`src/inc/irq_wake_pkg.sv`:
```
/*
 * constants, register layouts and state codes shared by the pin interrupt and wake block.
 * assumes a 50 MHz aclk and an instruction cycle of four quarter phases.
 */
package irq_wake_pkg;

	localparam int CLK_PERIOD_NS    = 20;
	localparam int TCY_NS           = 80;
	localparam int CLKS_PER_TCY     = TCY_NS / CLK_PERIOD_NS;
	// instruction cycles from the q1 sample to the vector
	localparam int VECTOR_DELAY_TCY = 3;

	localparam int ADDR_LSB = 2;
	localparam int IDX_W    = 6;
	localparam int REG_W    = 8;

	// register indices; byte address is index * 4
	localparam logic [IDX_W-1:0] IDX_IRQ_CONTROL = 6'h0b;
	localparam logic [IDX_W-1:0] IDX_IRQ_ENABLE0 = 6'h0c;
	localparam logic [IDX_W-1:0] IDX_IRQ_STATUS  = 6'h0d;
	localparam logic [IDX_W-1:0] IDX_IRQ_MASK    = 6'h0e;

	localparam logic [1:0] RESP_OKAY   = 2'h0;
	localparam logic [1:0] RESP_SLVERR = 2'h2;

	typedef struct packed {
		logic       global_irq_enable;
		logic       peripheral_irq_enable;
		logic [4:0] rsvd;
		logic       edge_polarity_select;
	} irq_control_t;

	typedef struct packed {
		logic [6:0] rsvd;
		logic       pin_irq_enable;
	} irq_enable0_t;

	typedef struct packed {
		logic [4:0] rsvd;
		logic       vector_evt;
		logic       wake_evt;
		logic       pin_irq_flag;
	} irq_status_t;

	localparam irq_control_t CTRL_RESET    = 8'h01;
	localparam irq_enable0_t ENABLE0_RESET = 8'h00;
	localparam irq_status_t  STATUS_RESET  = 8'h00;
	localparam irq_status_t  MASK_RESET    = 8'h00;
	localparam irq_status_t  STATUS_USED   = 8'h07;

	typedef enum logic [3:0] {
		Q1 = 4'b0001,
		Q2 = 4'b0010,
		Q3 = 4'b0100,
		Q4 = 4'b1000
	} qphase_t;

	typedef enum logic [3:0] {
		ST_RUN       = 4'b0001,
		ST_LATENCY   = 4'b0010,
		ST_SLEEP     = 4'b0100,
		ST_WAKE_STEP = 4'b1000
	} wake_state_t;

endpackage

```
`src/rtl/pin_edge_detect.sv`:
```
/*
 * edge detector for the external interrupt pin with selectable polarity.
 * assumes the pin is already synchronous to aclk.
 */
`timescale 1ns/100ps
module pin_edge_detect (
	input  wire logic aclk,
	input  wire logic aresetn,
	input  wire logic pin,
	input  wire logic rising_sel,
	output logic      edge_pulse
);
	logic pin_ff;

	// tracks the pin through reset too, so a pin idling high gives no false edge after release
	always_ff @(posedge aclk) begin
		pin_ff <= pin;
	end

	// polarity one: low to high; polarity zero: high to low
	assign edge_pulse = aresetn && (pin != pin_ff) && (pin == rising_sel);

endmodule

```
`src/rtl/qphase_gen.sv`:
```
/*
 * quarter phase sequencer: four aclk cycles make one instruction cycle.
 * assumes a free running aclk; q1 follows the first edge after reset.
 */
`timescale 1ns/100ps
module qphase_gen
	import irq_wake_pkg::*;
(
	input  wire logic aclk,
	input  wire logic aresetn,
	output logic      q1
);
	qphase_t phase_ff;
	qphase_t nxt_phase;

	always_comb begin
		unique case (phase_ff)
			Q1: nxt_phase = Q2;
			Q2: nxt_phase = Q3;
			Q3: nxt_phase = Q4;
			Q4: nxt_phase = Q1;
			default: nxt_phase = Q1;
		endcase
	end

	always_ff @(posedge aclk) begin
		if (!aresetn) begin
			phase_ff <= Q4;
		end else begin
			phase_ff <= nxt_phase;
		end
	end

	assign q1 = (phase_ff == Q1);

endmodule

```
`src/rtl/ext_pin_irq_wake.sv`:
```
/*
 * external pin interrupt, vectoring and sleep wake logic with an AXI4-Lite register slave.
 * assumes the core reports sleep entry with a one-cycle pulse and acts on the vector pulse.
 */
// Summary of operation
// - an edge on the interrupt pin raises the interrupt request.
// - the pin interrupt reaches the core only while the pin interrupt enable bit is set.
// - polarity select one triggers on a rising edge, zero on a falling edge.
// - the flag is sampled at q1 of every instruction cycle and may be set in any phase.
// - the vector follows within three to five instruction cycles of the edge.
// - a request is accepted only at q1, so latency from acceptance to the vector is one fixed count.
// - on wake the core vectors if global enable is set, else it resumes after sleep.
// - the instruction after sleep always runs before any branch to the service routine.
// - the control register at index 0x0b holds global, peripheral and polarity bits.
`timescale 1ns/100ps
module ext_pin_irq_wake
	import irq_wake_pkg::*;
#(
	parameter int ADDR_W = 8
)
(
	input  wire logic              aclk,
	input  wire logic              aresetn,
	input  wire logic [ADDR_W-1:0] awaddr,
	input  wire logic              awvalid,
	output logic                   awready,
	input  wire logic [31:0]       wdata,
	input  wire logic [3:0]        wstrb,
	input  wire logic              wvalid,
	output logic                   wready,
	output logic [1:0]             bresp,
	output logic                   bvalid,
	input  wire logic              bready,
	input  wire logic [ADDR_W-1:0] araddr,
	input  wire logic              arvalid,
	output logic                   arready,
	output logic [31:0]            rdata,
	output logic [1:0]             rresp,
	output logic                   rvalid,
	input  wire logic              rready,
	input  wire logic              int_pin,
	input  wire logic              sleep_cmd,
	output logic                   vector_req,
	output logic                   wake_pulse,
	output logic                   asleep,
	output logic                   irq
);
	localparam int WORD_W = ADDR_W - ADDR_LSB;
	// acceptance is sampled at q1; the vector pulse shows one edge after the last q1 of the wait
	localparam int LAT_LO = VECTOR_DELAY_TCY * CLKS_PER_TCY + 1;
	localparam int LAT_HI = LAT_LO;

	irq_control_t      ctl_ff;
	irq_control_t      nxt_ctl;
	irq_enable0_t      en0_ff;
	irq_status_t       status_ff;
	irq_status_t       nxt_status;
	irq_status_t       mask_ff;
	wake_state_t       state_ff;
	wake_state_t       nxt_state;
	logic [1:0]        lat_cnt_ff;
	logic [1:0]        nxt_lat_cnt;
	logic              vector_ff;
	logic              wake_ff;
	logic              asleep_ff;
	logic              irq_ff;
	logic              awready_ff;
	logic              wready_ff;
	logic              bvalid_ff;
	logic [1:0]        bresp_ff;
	logic              arready_ff;
	logic              rvalid_ff;
	logic [1:0]        rresp_ff;
	logic [31:0]       rdata_ff;
	logic [ADDR_W-1:0] awaddr_ff;
	logic [7:0]        wdata_ff;
	logic              wstrb0_ff;
	logic              edge_pulse;
	logic              q1;

	pin_edge_detect u_edge (
		.aclk       (aclk),
		.aresetn    (aresetn),
		.pin        (int_pin),
		.rising_sel (ctl_ff.edge_polarity_select),
		.edge_pulse (edge_pulse)
	);

	qphase_gen u_qphase (
		.aclk    (aclk),
		.aresetn (aresetn),
		.q1      (q1)
	);

	// ---- register decode ----
	wire [WORD_W-1:0] wr_word  = awaddr_ff[ADDR_W-1:ADDR_LSB];
	wire [WORD_W-1:0] rd_word  = araddr[ADDR_W-1:ADDR_LSB];
	wire              wr_fire  = !awready_ff && !wready_ff && !bvalid_ff;
	wire              wr_ctl   = wr_word == WORD_W'(IDX_IRQ_CONTROL);
	wire              wr_en0   = wr_word == WORD_W'(IDX_IRQ_ENABLE0);
	wire              wr_stat  = wr_word == WORD_W'(IDX_IRQ_STATUS);
	wire              wr_mask  = wr_word == WORD_W'(IDX_IRQ_MASK);
	wire              wr_hit   = wr_ctl || wr_en0 || wr_stat || wr_mask;
	wire              wr_do    = wr_fire && wstrb0_ff;
	wire              rd_ctl   = rd_word == WORD_W'(IDX_IRQ_CONTROL);
	wire              rd_en0   = rd_word == WORD_W'(IDX_IRQ_ENABLE0);
	wire              rd_stat  = rd_word == WORD_W'(IDX_IRQ_STATUS);
	wire              rd_mask  = rd_word == WORD_W'(IDX_IRQ_MASK);
	wire              rd_hit   = rd_ctl || rd_en0 || rd_stat || rd_mask;
	wire [7:0]        rd_byte  = rd_ctl  ? ctl_ff :
	                             rd_en0  ? en0_ff :
	                             rd_stat ? status_ff :
	                             rd_mask ? mask_ff : 8'h00;
	wire [7:0]        w1c      = (wr_do && wr_stat) ? wdata_ff : 8'h00;

	// ---- interrupt request and wake conditions ----
	wire pin_armed   = status_ff.pin_irq_flag && en0_ff.pin_irq_enable;
	wire take_req    = q1 && pin_armed && ctl_ff.global_irq_enable;
	wire lat_done    = q1 && (lat_cnt_ff == 2'(VECTOR_DELAY_TCY - 1));
	// wake needs only the source enable; the clockless source is the software's concern
	wire wake_cond   = q1 && pin_armed;
	wire step_done   = q1;
	wire fire_vector = (state_ff == ST_LATENCY && lat_done) ||
	                   (state_ff == ST_WAKE_STEP && step_done && ctl_ff.global_irq_enable);

	// ---- axi write channel ----
	always_ff @(posedge aclk) begin
		if (!aresetn) begin
			awready_ff <= 1'b1;
			awaddr_ff  <= '0;
		end else if (awvalid && awready_ff) begin
			awready_ff <= 1'b0;
			awaddr_ff  <= awaddr;
		end else if (bvalid_ff && bready) begin
			awready_ff <= 1'b1;
		end
	end

	always_ff @(posedge aclk) begin
		if (!aresetn) begin
			wready_ff <= 1'b1;
			wdata_ff  <= 8'h00;
			wstrb0_ff <= 1'b0;
		end else if (wvalid && wready_ff) begin
			wready_ff <= 1'b0;
			wdata_ff  <= wdata[7:0];
			wstrb0_ff <= wstrb[0];
		end else if (bvalid_ff && bready) begin
			wready_ff <= 1'b1;
		end
	end

	always_ff @(posedge aclk) begin
		if (!aresetn) begin
			bvalid_ff <= 1'b0;
			bresp_ff  <= RESP_OKAY;
		end else if (wr_fire) begin
			bvalid_ff <= 1'b1;
			bresp_ff  <= wr_hit ? RESP_OKAY : RESP_SLVERR;
		end else if (bready) begin
			bvalid_ff <= 1'b0;
		end
	end

	// ---- axi read channel ----
	always_ff @(posedge aclk) begin
		if (!aresetn) begin
			arready_ff <= 1'b1;
			rvalid_ff  <= 1'b0;
			rresp_ff   <= RESP_OKAY;
			rdata_ff   <= 32'h0000_0000;
		end else if (arvalid && arready_ff) begin
			arready_ff <= 1'b0;
			rvalid_ff  <= 1'b1;
			rresp_ff   <= rd_hit ? RESP_OKAY : RESP_SLVERR;
			rdata_ff   <= {24'h00_0000, rd_byte};
		end else if (rvalid_ff && rready) begin
			arready_ff <= 1'b1;
			rvalid_ff  <= 1'b0;
		end
	end

	// ---- control registers ----
	always_comb begin
		nxt_ctl = ctl_ff;
		if (wr_do && wr_ctl) begin
			nxt_ctl = wdata_ff;
		end
		nxt_ctl.rsvd = '0;
		// the core masks further requests until software re-enables
		if (fire_vector) begin
			nxt_ctl.global_irq_enable = 1'b0;
		end
	end

	always_ff @(posedge aclk) begin
		if (!aresetn) begin
			ctl_ff  <= CTRL_RESET;
			en0_ff  <= ENABLE0_RESET;
			mask_ff <= MASK_RESET;
		end else begin
			ctl_ff <= nxt_ctl;
			if (wr_do && wr_en0) begin
				en0_ff <= {7'h00, wdata_ff[0]};
			end
			if (wr_do && wr_mask) begin
				mask_ff <= wdata_ff & STATUS_USED;
			end
		end
	end

	// ---- sticky status: an event in the clearing cycle wins ----
	always_comb begin
		nxt_status              = status_ff & ~irq_status_t'(w1c);
		nxt_status.pin_irq_flag = status_ff.pin_irq_flag && !w1c[0] || edge_pulse;
		nxt_status.wake_evt     = nxt_status.wake_evt || (state_ff == ST_SLEEP && wake_cond);
		nxt_status.vector_evt   = nxt_status.vector_evt || fire_vector;
		nxt_status.rsvd         = '0;
	end

	always_ff @(posedge aclk) begin
		if (!aresetn) begin
			status_ff <= STATUS_RESET;
			irq_ff    <= 1'b0;
		end else begin
			status_ff <= nxt_status;
			irq_ff    <= |(nxt_status & mask_ff);
		end
	end

	// ---- vectoring and sleep sequencer ----
	always_comb begin
		nxt_state   = state_ff;
		nxt_lat_cnt = lat_cnt_ff;
		unique case (state_ff)
			ST_RUN: begin
				if (take_req) begin
					nxt_state   = ST_LATENCY;
					nxt_lat_cnt = 2'd0;
				end else if (sleep_cmd) begin
					nxt_state = ST_SLEEP;
				end
			end
			ST_LATENCY: begin
				if (lat_done) begin
					nxt_state = ST_RUN;
				end else if (q1) begin
					nxt_lat_cnt = lat_cnt_ff + 2'd1;
				end
			end
			ST_SLEEP: begin
				if (wake_cond) begin
					nxt_state = ST_WAKE_STEP;
				end
			end
			ST_WAKE_STEP: begin
				// one instruction cycle for the instruction after sleep
				if (step_done) begin
					nxt_state = ST_RUN;
				end
			end
			default: nxt_state = ST_RUN;
		endcase
	end

	always_ff @(posedge aclk) begin
		if (!aresetn) begin
			state_ff   <= ST_RUN;
			lat_cnt_ff <= 2'd0;
			vector_ff  <= 1'b0;
			wake_ff    <= 1'b0;
			asleep_ff  <= 1'b0;
		end else begin
			state_ff   <= nxt_state;
			lat_cnt_ff <= nxt_lat_cnt;
			vector_ff  <= fire_vector;
			wake_ff    <= (state_ff == ST_SLEEP) && wake_cond;
			asleep_ff  <= (nxt_state == ST_SLEEP);
		end
	end

	assign awready    = awready_ff;
	assign wready     = wready_ff;
	assign bvalid     = bvalid_ff;
	assign bresp      = bresp_ff;
	assign arready    = arready_ff;
	assign rvalid     = rvalid_ff;
	assign rresp      = rresp_ff;
	assign rdata      = rdata_ff;
	assign vector_req = vector_ff;
	assign wake_pulse = wake_ff;
	assign asleep     = asleep_ff;
	assign irq        = irq_ff;
endmodule

```
`config.mk`:
```
export PLATFORM = sky130hd
export DESIGN_NAME = ext_pin_irq_wake
export DESIGN_NICKNAME = d
export VERILOG_FILES = /design/src/inc/irq_wake_pkg.sv /design/src/rtl/pin_edge_detect.sv /design/src/rtl/qphase_gen.sv /design/src/rtl/ext_pin_irq_wake.sv
export SDC_FILE = /design/constraint.sdc
export NUM_CORES = 1
export LEC_CHECK = 0
export BUFFER_PORTS_ARGS = -buffer_cell sky130_fd_sc_hd__buf_4
export CAP_MARGIN = 10
export CORE_AREA = 2 2 72 74
export DETAILED_ROUTE_END_ITERATION = 10
export DIE_AREA = 0 0 74 76
export GPL_ROUTABILITY_DRIVEN = 0
export PLACE_DENSITY_LB_ADDON = 0.15
export SLEW_MARGIN = 20
export SYNTH_ARGS = -nofsm -noshare
export SYNTH_HDL_FRONTEND = slang
export SYNTH_SLANG_ARGS = --single-unit
```
`constraint.sdc`:
```
create_clock -name aclk -period 2.4 [get_ports aclk]
set_input_delay 0.12 -clock aclk [delete_from_list [all_inputs] [get_ports aclk]]
set_output_delay 0.12 -clock aclk [all_outputs]
set_load 0.03 [all_outputs]
```
# Word-level counts from Yosys, hierarchy flattened
# Cells that the tools add are included.
[classes]
reduce_logical = 45
bitwise_logic = 4
addsub = 1
eq_ne = 22
mux = 27
[op_table]
columns = ["op", "n"]
rows = [
  ["6-bit by 4-bit equality test with 1-bit output, second input constant", 8],
  ["8-bit two-way mux", 3],
  ["1-bit logical AND", 23],
  ["4-bit two-way mux", 5],
  ["4-bit one-hot mux with 4 select lines", 1],
  ["4-bit by 3-bit equality test with 1-bit output, second input constant", 3],
  ["4-bit one-hot mux with 3 select lines", 1],
  ["1-bit logical OR", 10],
  ["2-bit two-way mux", 5],
  ["2-bit nonzero test", 5],
  ["1-bit two-way mux", 9],
  ["4-bit by 1-bit equality test with 1-bit output, second input constant", 2],
  ["4-bit by 2-bit equality test with 1-bit output, second input constant", 2],
  ["8-bit OR reduction", 1],
  ["3-bit AND", 2],
  ["3-bit two-way mux", 2],
  ["2-bit inequality test, second input constant", 3],
  ["4-bit equality test, second input constant", 1],
  ["1-bit logical NOT", 4],
  ["2-bit one-hot mux with 2 select lines", 1],
  ["4-bit AND reduction", 1],
  ["3-bit NOT", 1],
  ["2-bit by 1-bit adder with 2-bit output, second input constant", 1],
  ["2-bit equality test, second input constant", 1],
  ["4 further kinds", 4],
]
[totals]
in_bits = 61
out_inout_bits = 45
reg_bits = 64

# Depth between registers and ports, before layout
[depth]
word_depth = 11
depth_mapped = 5
depth_no_buf = 5

# By module
# A second synthesis with hierarchy kept.
[hier_totals]
hier_cells = 262
area_unflattened_um2 = 2303.5
[by_module_without_submodules]
columns = ["module", "cells_per_inst", "n_inst", "area_per_inst_um2"]
rows = [
  ["ext_pin_irq_wake", 245, 1, 2102.0],
  ["qphase_gen", 13, 1, 156.4],
  ["pin_edge_detect", 4, 1, 45.0],
]

# Worst setup path after synthesis
# No wires, ideal clock.
[synth_timing]
path_kind = "reg2reg"
start = "register bvalid_ff, in the netlist bvalid"
end = "register irq_ff, in the netlist irq"
setup_slack_ns = 0.715
stages_incl_launch_ff = 5
arrival_ns = 1.561
path_buffers = 0
setup_ns = 0.124
period_less_slack_ns = 1.685
cell_sequence = "dfxtp_1 -> nor3_2 -> and3_1 -> a41oi_1 -> a2111o_1"
[synth_via]
elab_chain_cells = 10
[synth_lines]
columns = ["element", "line_no", "source"]
rows = [
  ["start: declaration", "ext_pin_irq_wake.sv:69", "logic bvalid_ff;"],
  ["start signal: assignment", "ext_pin_irq_wake.sv:155", "bvalid_ff <= 1'b0;"],
  ["start signal: assignment", "ext_pin_irq_wake.sv:158", "bvalid_ff <= 1'b1;"],
  ["start signal: assignment", "ext_pin_irq_wake.sv:161", "bvalid_ff <= 1'b0;"],
  ["1-bit logical NOT (*)", "ext_pin_irq_wake.sv:98", "wire wr_fire = !awready_ff && !wready_ff && !bvalid_ff;"],
  ["1-bit logical AND (*)", "ext_pin_irq_wake.sv:98", ""],
  ["1-bit logical AND (*)", "ext_pin_irq_wake.sv:104", "wire wr_do = wr_fire && wstrb0_ff;"],
  ["1-bit logical AND (*)", "ext_pin_irq_wake.sv:114", "wire [7:0] w1c = (wr_do && wr_stat) ? wdata_ff : 8'h00;"],
  ["3-bit two-way mux (*)", "ext_pin_irq_wake.sv:114", ""],
  ["3-bit NOT or 1-bit logical NOT (tied branches)", "ext_pin_irq_wake.sv:214, ext_pin_irq_wake.sv:215", ""],
  ["3-bit AND or 1-bit logical AND (tied branches)", "ext_pin_irq_wake.sv:214, ext_pin_irq_wake.sv:215", ""],
  ["1-bit logical OR, on equally long branches", "ext_pin_irq_wake.sv:216, ext_pin_irq_wake.sv:215, ext_pin_irq_wake.sv:217", ""],
  ["3-bit AND (*)", "ext_pin_irq_wake.sv:227", "irq_ff <= |(nxt_status & mask_ff);"],
  ["8-bit OR reduction (*)", "ext_pin_irq_wake.sv:227", ""],
  ["end signal: assignment", "ext_pin_irq_wake.sv:227", ""],
  ["end: declaration", "ext_pin_irq_wake.sv:66", "logic irq_ff;"],
]
# Every way passes the cells marked *; elsewhere a longest branch is shown, timed or not.
# A chain may end at the register's enable or synchronous reset.

# Worst setup path in the final report
[layout_timing]
start = "register u_qphase.phase_ff[1]"
end = "register lat_cnt_ff[1]"
[layout_via]
elab_chain_cells = 5
[layout_lines]
columns = ["element", "line_no", "source"]
rows = [
  ["start: declaration", "qphase_gen.sv:13", "qphase_t phase_ff;"],
  ["start signal: assignment", "qphase_gen.sv:30", "phase_ff <= nxt_phase;"],
  ["4-bit by 1-bit equality test with 1-bit output (*)", "qphase_gen.sv:34", "assign q1 = (phase_ff == Q1);"],
  ["1-bit logical AND (2 in a row)", "ext_pin_irq_wake.sv:118", "wire take_req = q1 && pin_armed && ctl_ff.global_irq_enable;"],
  ["2-bit inequality test (no source line)", "-", ""],
  ["4-bit AND reduction (no source line) (*)", "-", ""],
  ["end signal: assignment", "ext_pin_irq_wake.sv:275", "lat_cnt_ff <= nxt_lat_cnt;"],
  ["end: declaration", "ext_pin_irq_wake.sv:61", "logic [1:0] lat_cnt_ff;"],
]
# Marks and branches as above.

==> out/summary.md <==
* complete, no violations — result of the run
* 2 — maximum buffer depth of the clock tree
* 78.6% — share of the clock period used by the worst path after layout
* 1,879 — number of vias after detailed routing
* 0 — endpoints failing setup
* 0.29 ns — clock latency on the worst-skew pair
* dfxtp_1 — Synth Flop Type
* 0.514 ns — post-route worst setup slack
* false — RSZ-0062 raised after global routing
* 1.14 mW — cell-internal power
* 1.61 mW — sum of internal, switching and leakage power
* 74 microns — width of the die
* reg2reg — Worst Setup Path Type
* 0.08 ns — clock slew at the register clock pins of the worst setup and hold paths
* 0 — residual overflow from global routing
* 2.07 ns — Worst EP arrival
* 7.33 mm — global-route wire length before repair
* 42.3% — area share of the largest cell type after synthesis
* 372 — number of nets in the layout
* 0 — Yosys warning total
* 106 — number of top-level pins
* 67 — starting DRC count in detailed routing
* 1.17 nW — leakage
* 11.7 microns — detailed-route wire length per cell
* 14.8% — Synth-to-Final Area Change
* 52 — count of cell types in the netlist
* dfxtp_1 (42%), buf_4 (9.7%), nand2_1 (6.3%), a21oi_1 (5.8%), mux2i_1 (4.3%) — top cells by area, synth
* 0 — initial antenna violation count
* 59.9% — Relative slew margins
* 0.00365 ns — Clock Skews
* 55.2% — sequential fraction of design power
* or4b_1 — CP max-delay cell
* 2 — maximum level of the CTS H-tree
* 16.6% — Logic pwr share
* 4.45 mm — total wire length after detailed routing
* 3.30 mm — HPWL reported at the end of detailed placement
* 17.7% — share of cells above drive strength 1
* clkbuf_8 — CTS root buf
* 3 — instance count along the most critical hold path
* dfxtp_1 — most frequent standard cell in the layout excluding fill and tap cells
* 1.89 ns — minimum clock period after layout
* 4 — path depth of the worst reg2reg path
* 5 — number of clock buffers inserted by TritonCTS
* 0.74 ns — stage delay of the slowest cell on the critical path
* 0 — count of flip-flops with a built-in enable after synthesis
* 2320 sq um — post-synthesis instance area
* 5620 sq um — DIE AREA
* 76 microns — Die H
* 42 — IO Port Bufs
* 2.59 ns — required time reported for the critical path endpoint
* or4b_1 > nor3_4 > o21ai_1 > a32o_2 — crit-path cells
* 0 — final-report max-slew violation count
* 604 nW/um^2 — Power Dens Cells
* 1 — post-cts hold buffer count
* 0 — max-cap violation count
* 530 MHz — maximum frequency from static timing analysis
* 1,632 — number of global-route vias before repair
* yes — clock tree from TritonCTS
* 49 — register bit count reported by yosys
* register — type of element capturing the critical path
* 0.416 mV — worst vdd ir
* 4 — Pre-Repair DR Iteration Count
* 0 — post-cts repair resize count
* 0 ns — final-layout setup total negative slack
* 0 — Final Hold Violating Endpoints
* 0 — remaining number of nets flagged by the antenna check after routing
* 0.539 ns — worst slack after detailed placement
* 0 — diode count
* 0.464 mW — Switching Power
* dfxtp_1 (49), buf_4 (43), nand2_1 (39) — most frequent cells in the layout
* 0.594 ns — measured slew at the worst slew-check pin
* dfxtp_1 — library cell with the largest summed area after synthesis
* register — Critical Path Source Type
* 42.3% — sequential area share after synthesis
* 8.69 sq um — Syn Area/Cell
* 16.3% — global router's overall resource usage
* 28.2% — clock group share of total power
* 4910 sq um — Core Footprint
* 29 — largest net degree at the start of global routing
* 267 — post-synthesis instance total
* 26 — number of placement rows
* 0% — share of synthesized flip-flops with an asynchronous set or reset
* 0 — remaining design rule violation count
* in2reg — HP Class
* 0 — post-CTS repair timing setup buffer count
* 28.8% — switching power as a share of total power
* 47.2% — initial cell density of the core
* 10 — CP Max Fanout
* 49 — CTS sink count
* 4.93 — vias per inst
## stage by stage
stage | instances | hold WS, ns | instance area [sq um] | util [%]
after global placement | 372 | 0.248 | 2570 | 52.3
after floorplan | 295 | 0.148 | 2430 | -
after detailed placement | 372 | 0.247 | 2570 | 52.3
after CTS | 381 | 0.0617 | 2660 | 54.2
after global routing | 381 | 0.0613 | 2660 | 54.2
final | 381 | 0.0716 | 2660 | 54.2
## power groups by stage
stage / Combinational (mW) / Clock, mW / Sequential (mW)
floorplan: 0.212 / 0 / 0.918
global placement: 0.264 / 0 / 0.906
detailed placement: 0.266 / 0 / 0.906
CTS: 0.268 / 0.474 / 0.888
global route: 0.293 / 0.506 / 0.895
finish: 0.268 / 0.453 / 0.887
## sequential cells by signal (all words and copies together), names as in the netlist, 2 cells and up
| signal | cells |
|---|---|
| awaddr_ff | 6 |
| rdata | 5 |
| wdata_ff | 5 |
| state_ff | 4 |
| u_qphase.phase_ff | 4 |
| ctl_ff | 3 |
| mask_ff | 3 |
| status_ff | 3 |
| lat_cnt_ff | 2 |
## cells in the mapped netlist, drive strengths merged, types with 4 or more instances
library cell	n
xnor2	4
nor4b	5
inv	8
dfxtp	49
nand2	39
nor3b	4
o21ai	17
a21oi	27
buf	33
nor3	4
nand3	9
mux2i	10
nor2	14
## critical path: cells and delay by family, from the launching register on
kind,cells,cell delay (ns)
AND/OR/NAND/NOR,2,1.02
flip-flops,1,0.36
AO/OA/AOI/OAI,2,0.41
## path summary, 6_finish.rpt
kind / from / to / slack [ns]
hold reg to reg: wdata_ff[6] / wdata_ff[6] / 0.46
hold / removal: awaddr[5] / awaddr_ff[5] / 0.07
setup reg to reg: u_qphase.phase_ff[1] / lat_cnt_ff[1] / 0.51
setup / recovery: u_qphase.phase_ff[1] / lat_cnt_ff[1] / 0.51
## cell families after synthesis
family          count (synthesis)  share of synthesized area [%]
simple gates                   94                           21.8
compound gates                 63                           16.3
flops                          49                           42.3
buf+inv                        44                           12.7
mux                            10                           4.31
xor+xnor                        5                           1.89
fa+ha+maj                       1                          0.539
other cells                     1                          0.162
## metal layers
metal / share of wire [%] / track usage (%) / vias to the layer above
met5: 0 / 0 / -
met2: 48 / 26.1 / 41
li1: - / - / 971
met4: 0.43 / 3.82 / 0
met3: 3.7 / 3.97 / 2
met1: 48 / 21.9 / 865
## cell type report
cell class / instances / area, sq um
Clock buffer: 6 / 72.6
Clock inverter: 2 / 10.0
Fill cell: 488 / 2250
Inverter: 8 / 30.0
Multi-Input combinational cell: 202 / 1150
Sequential cell: 49 / 981
Tap cell: 70 / 87.6
Timing Repair Buffer: 44 / 333
No activity file was read; power rests on OpenSTA's default activity.
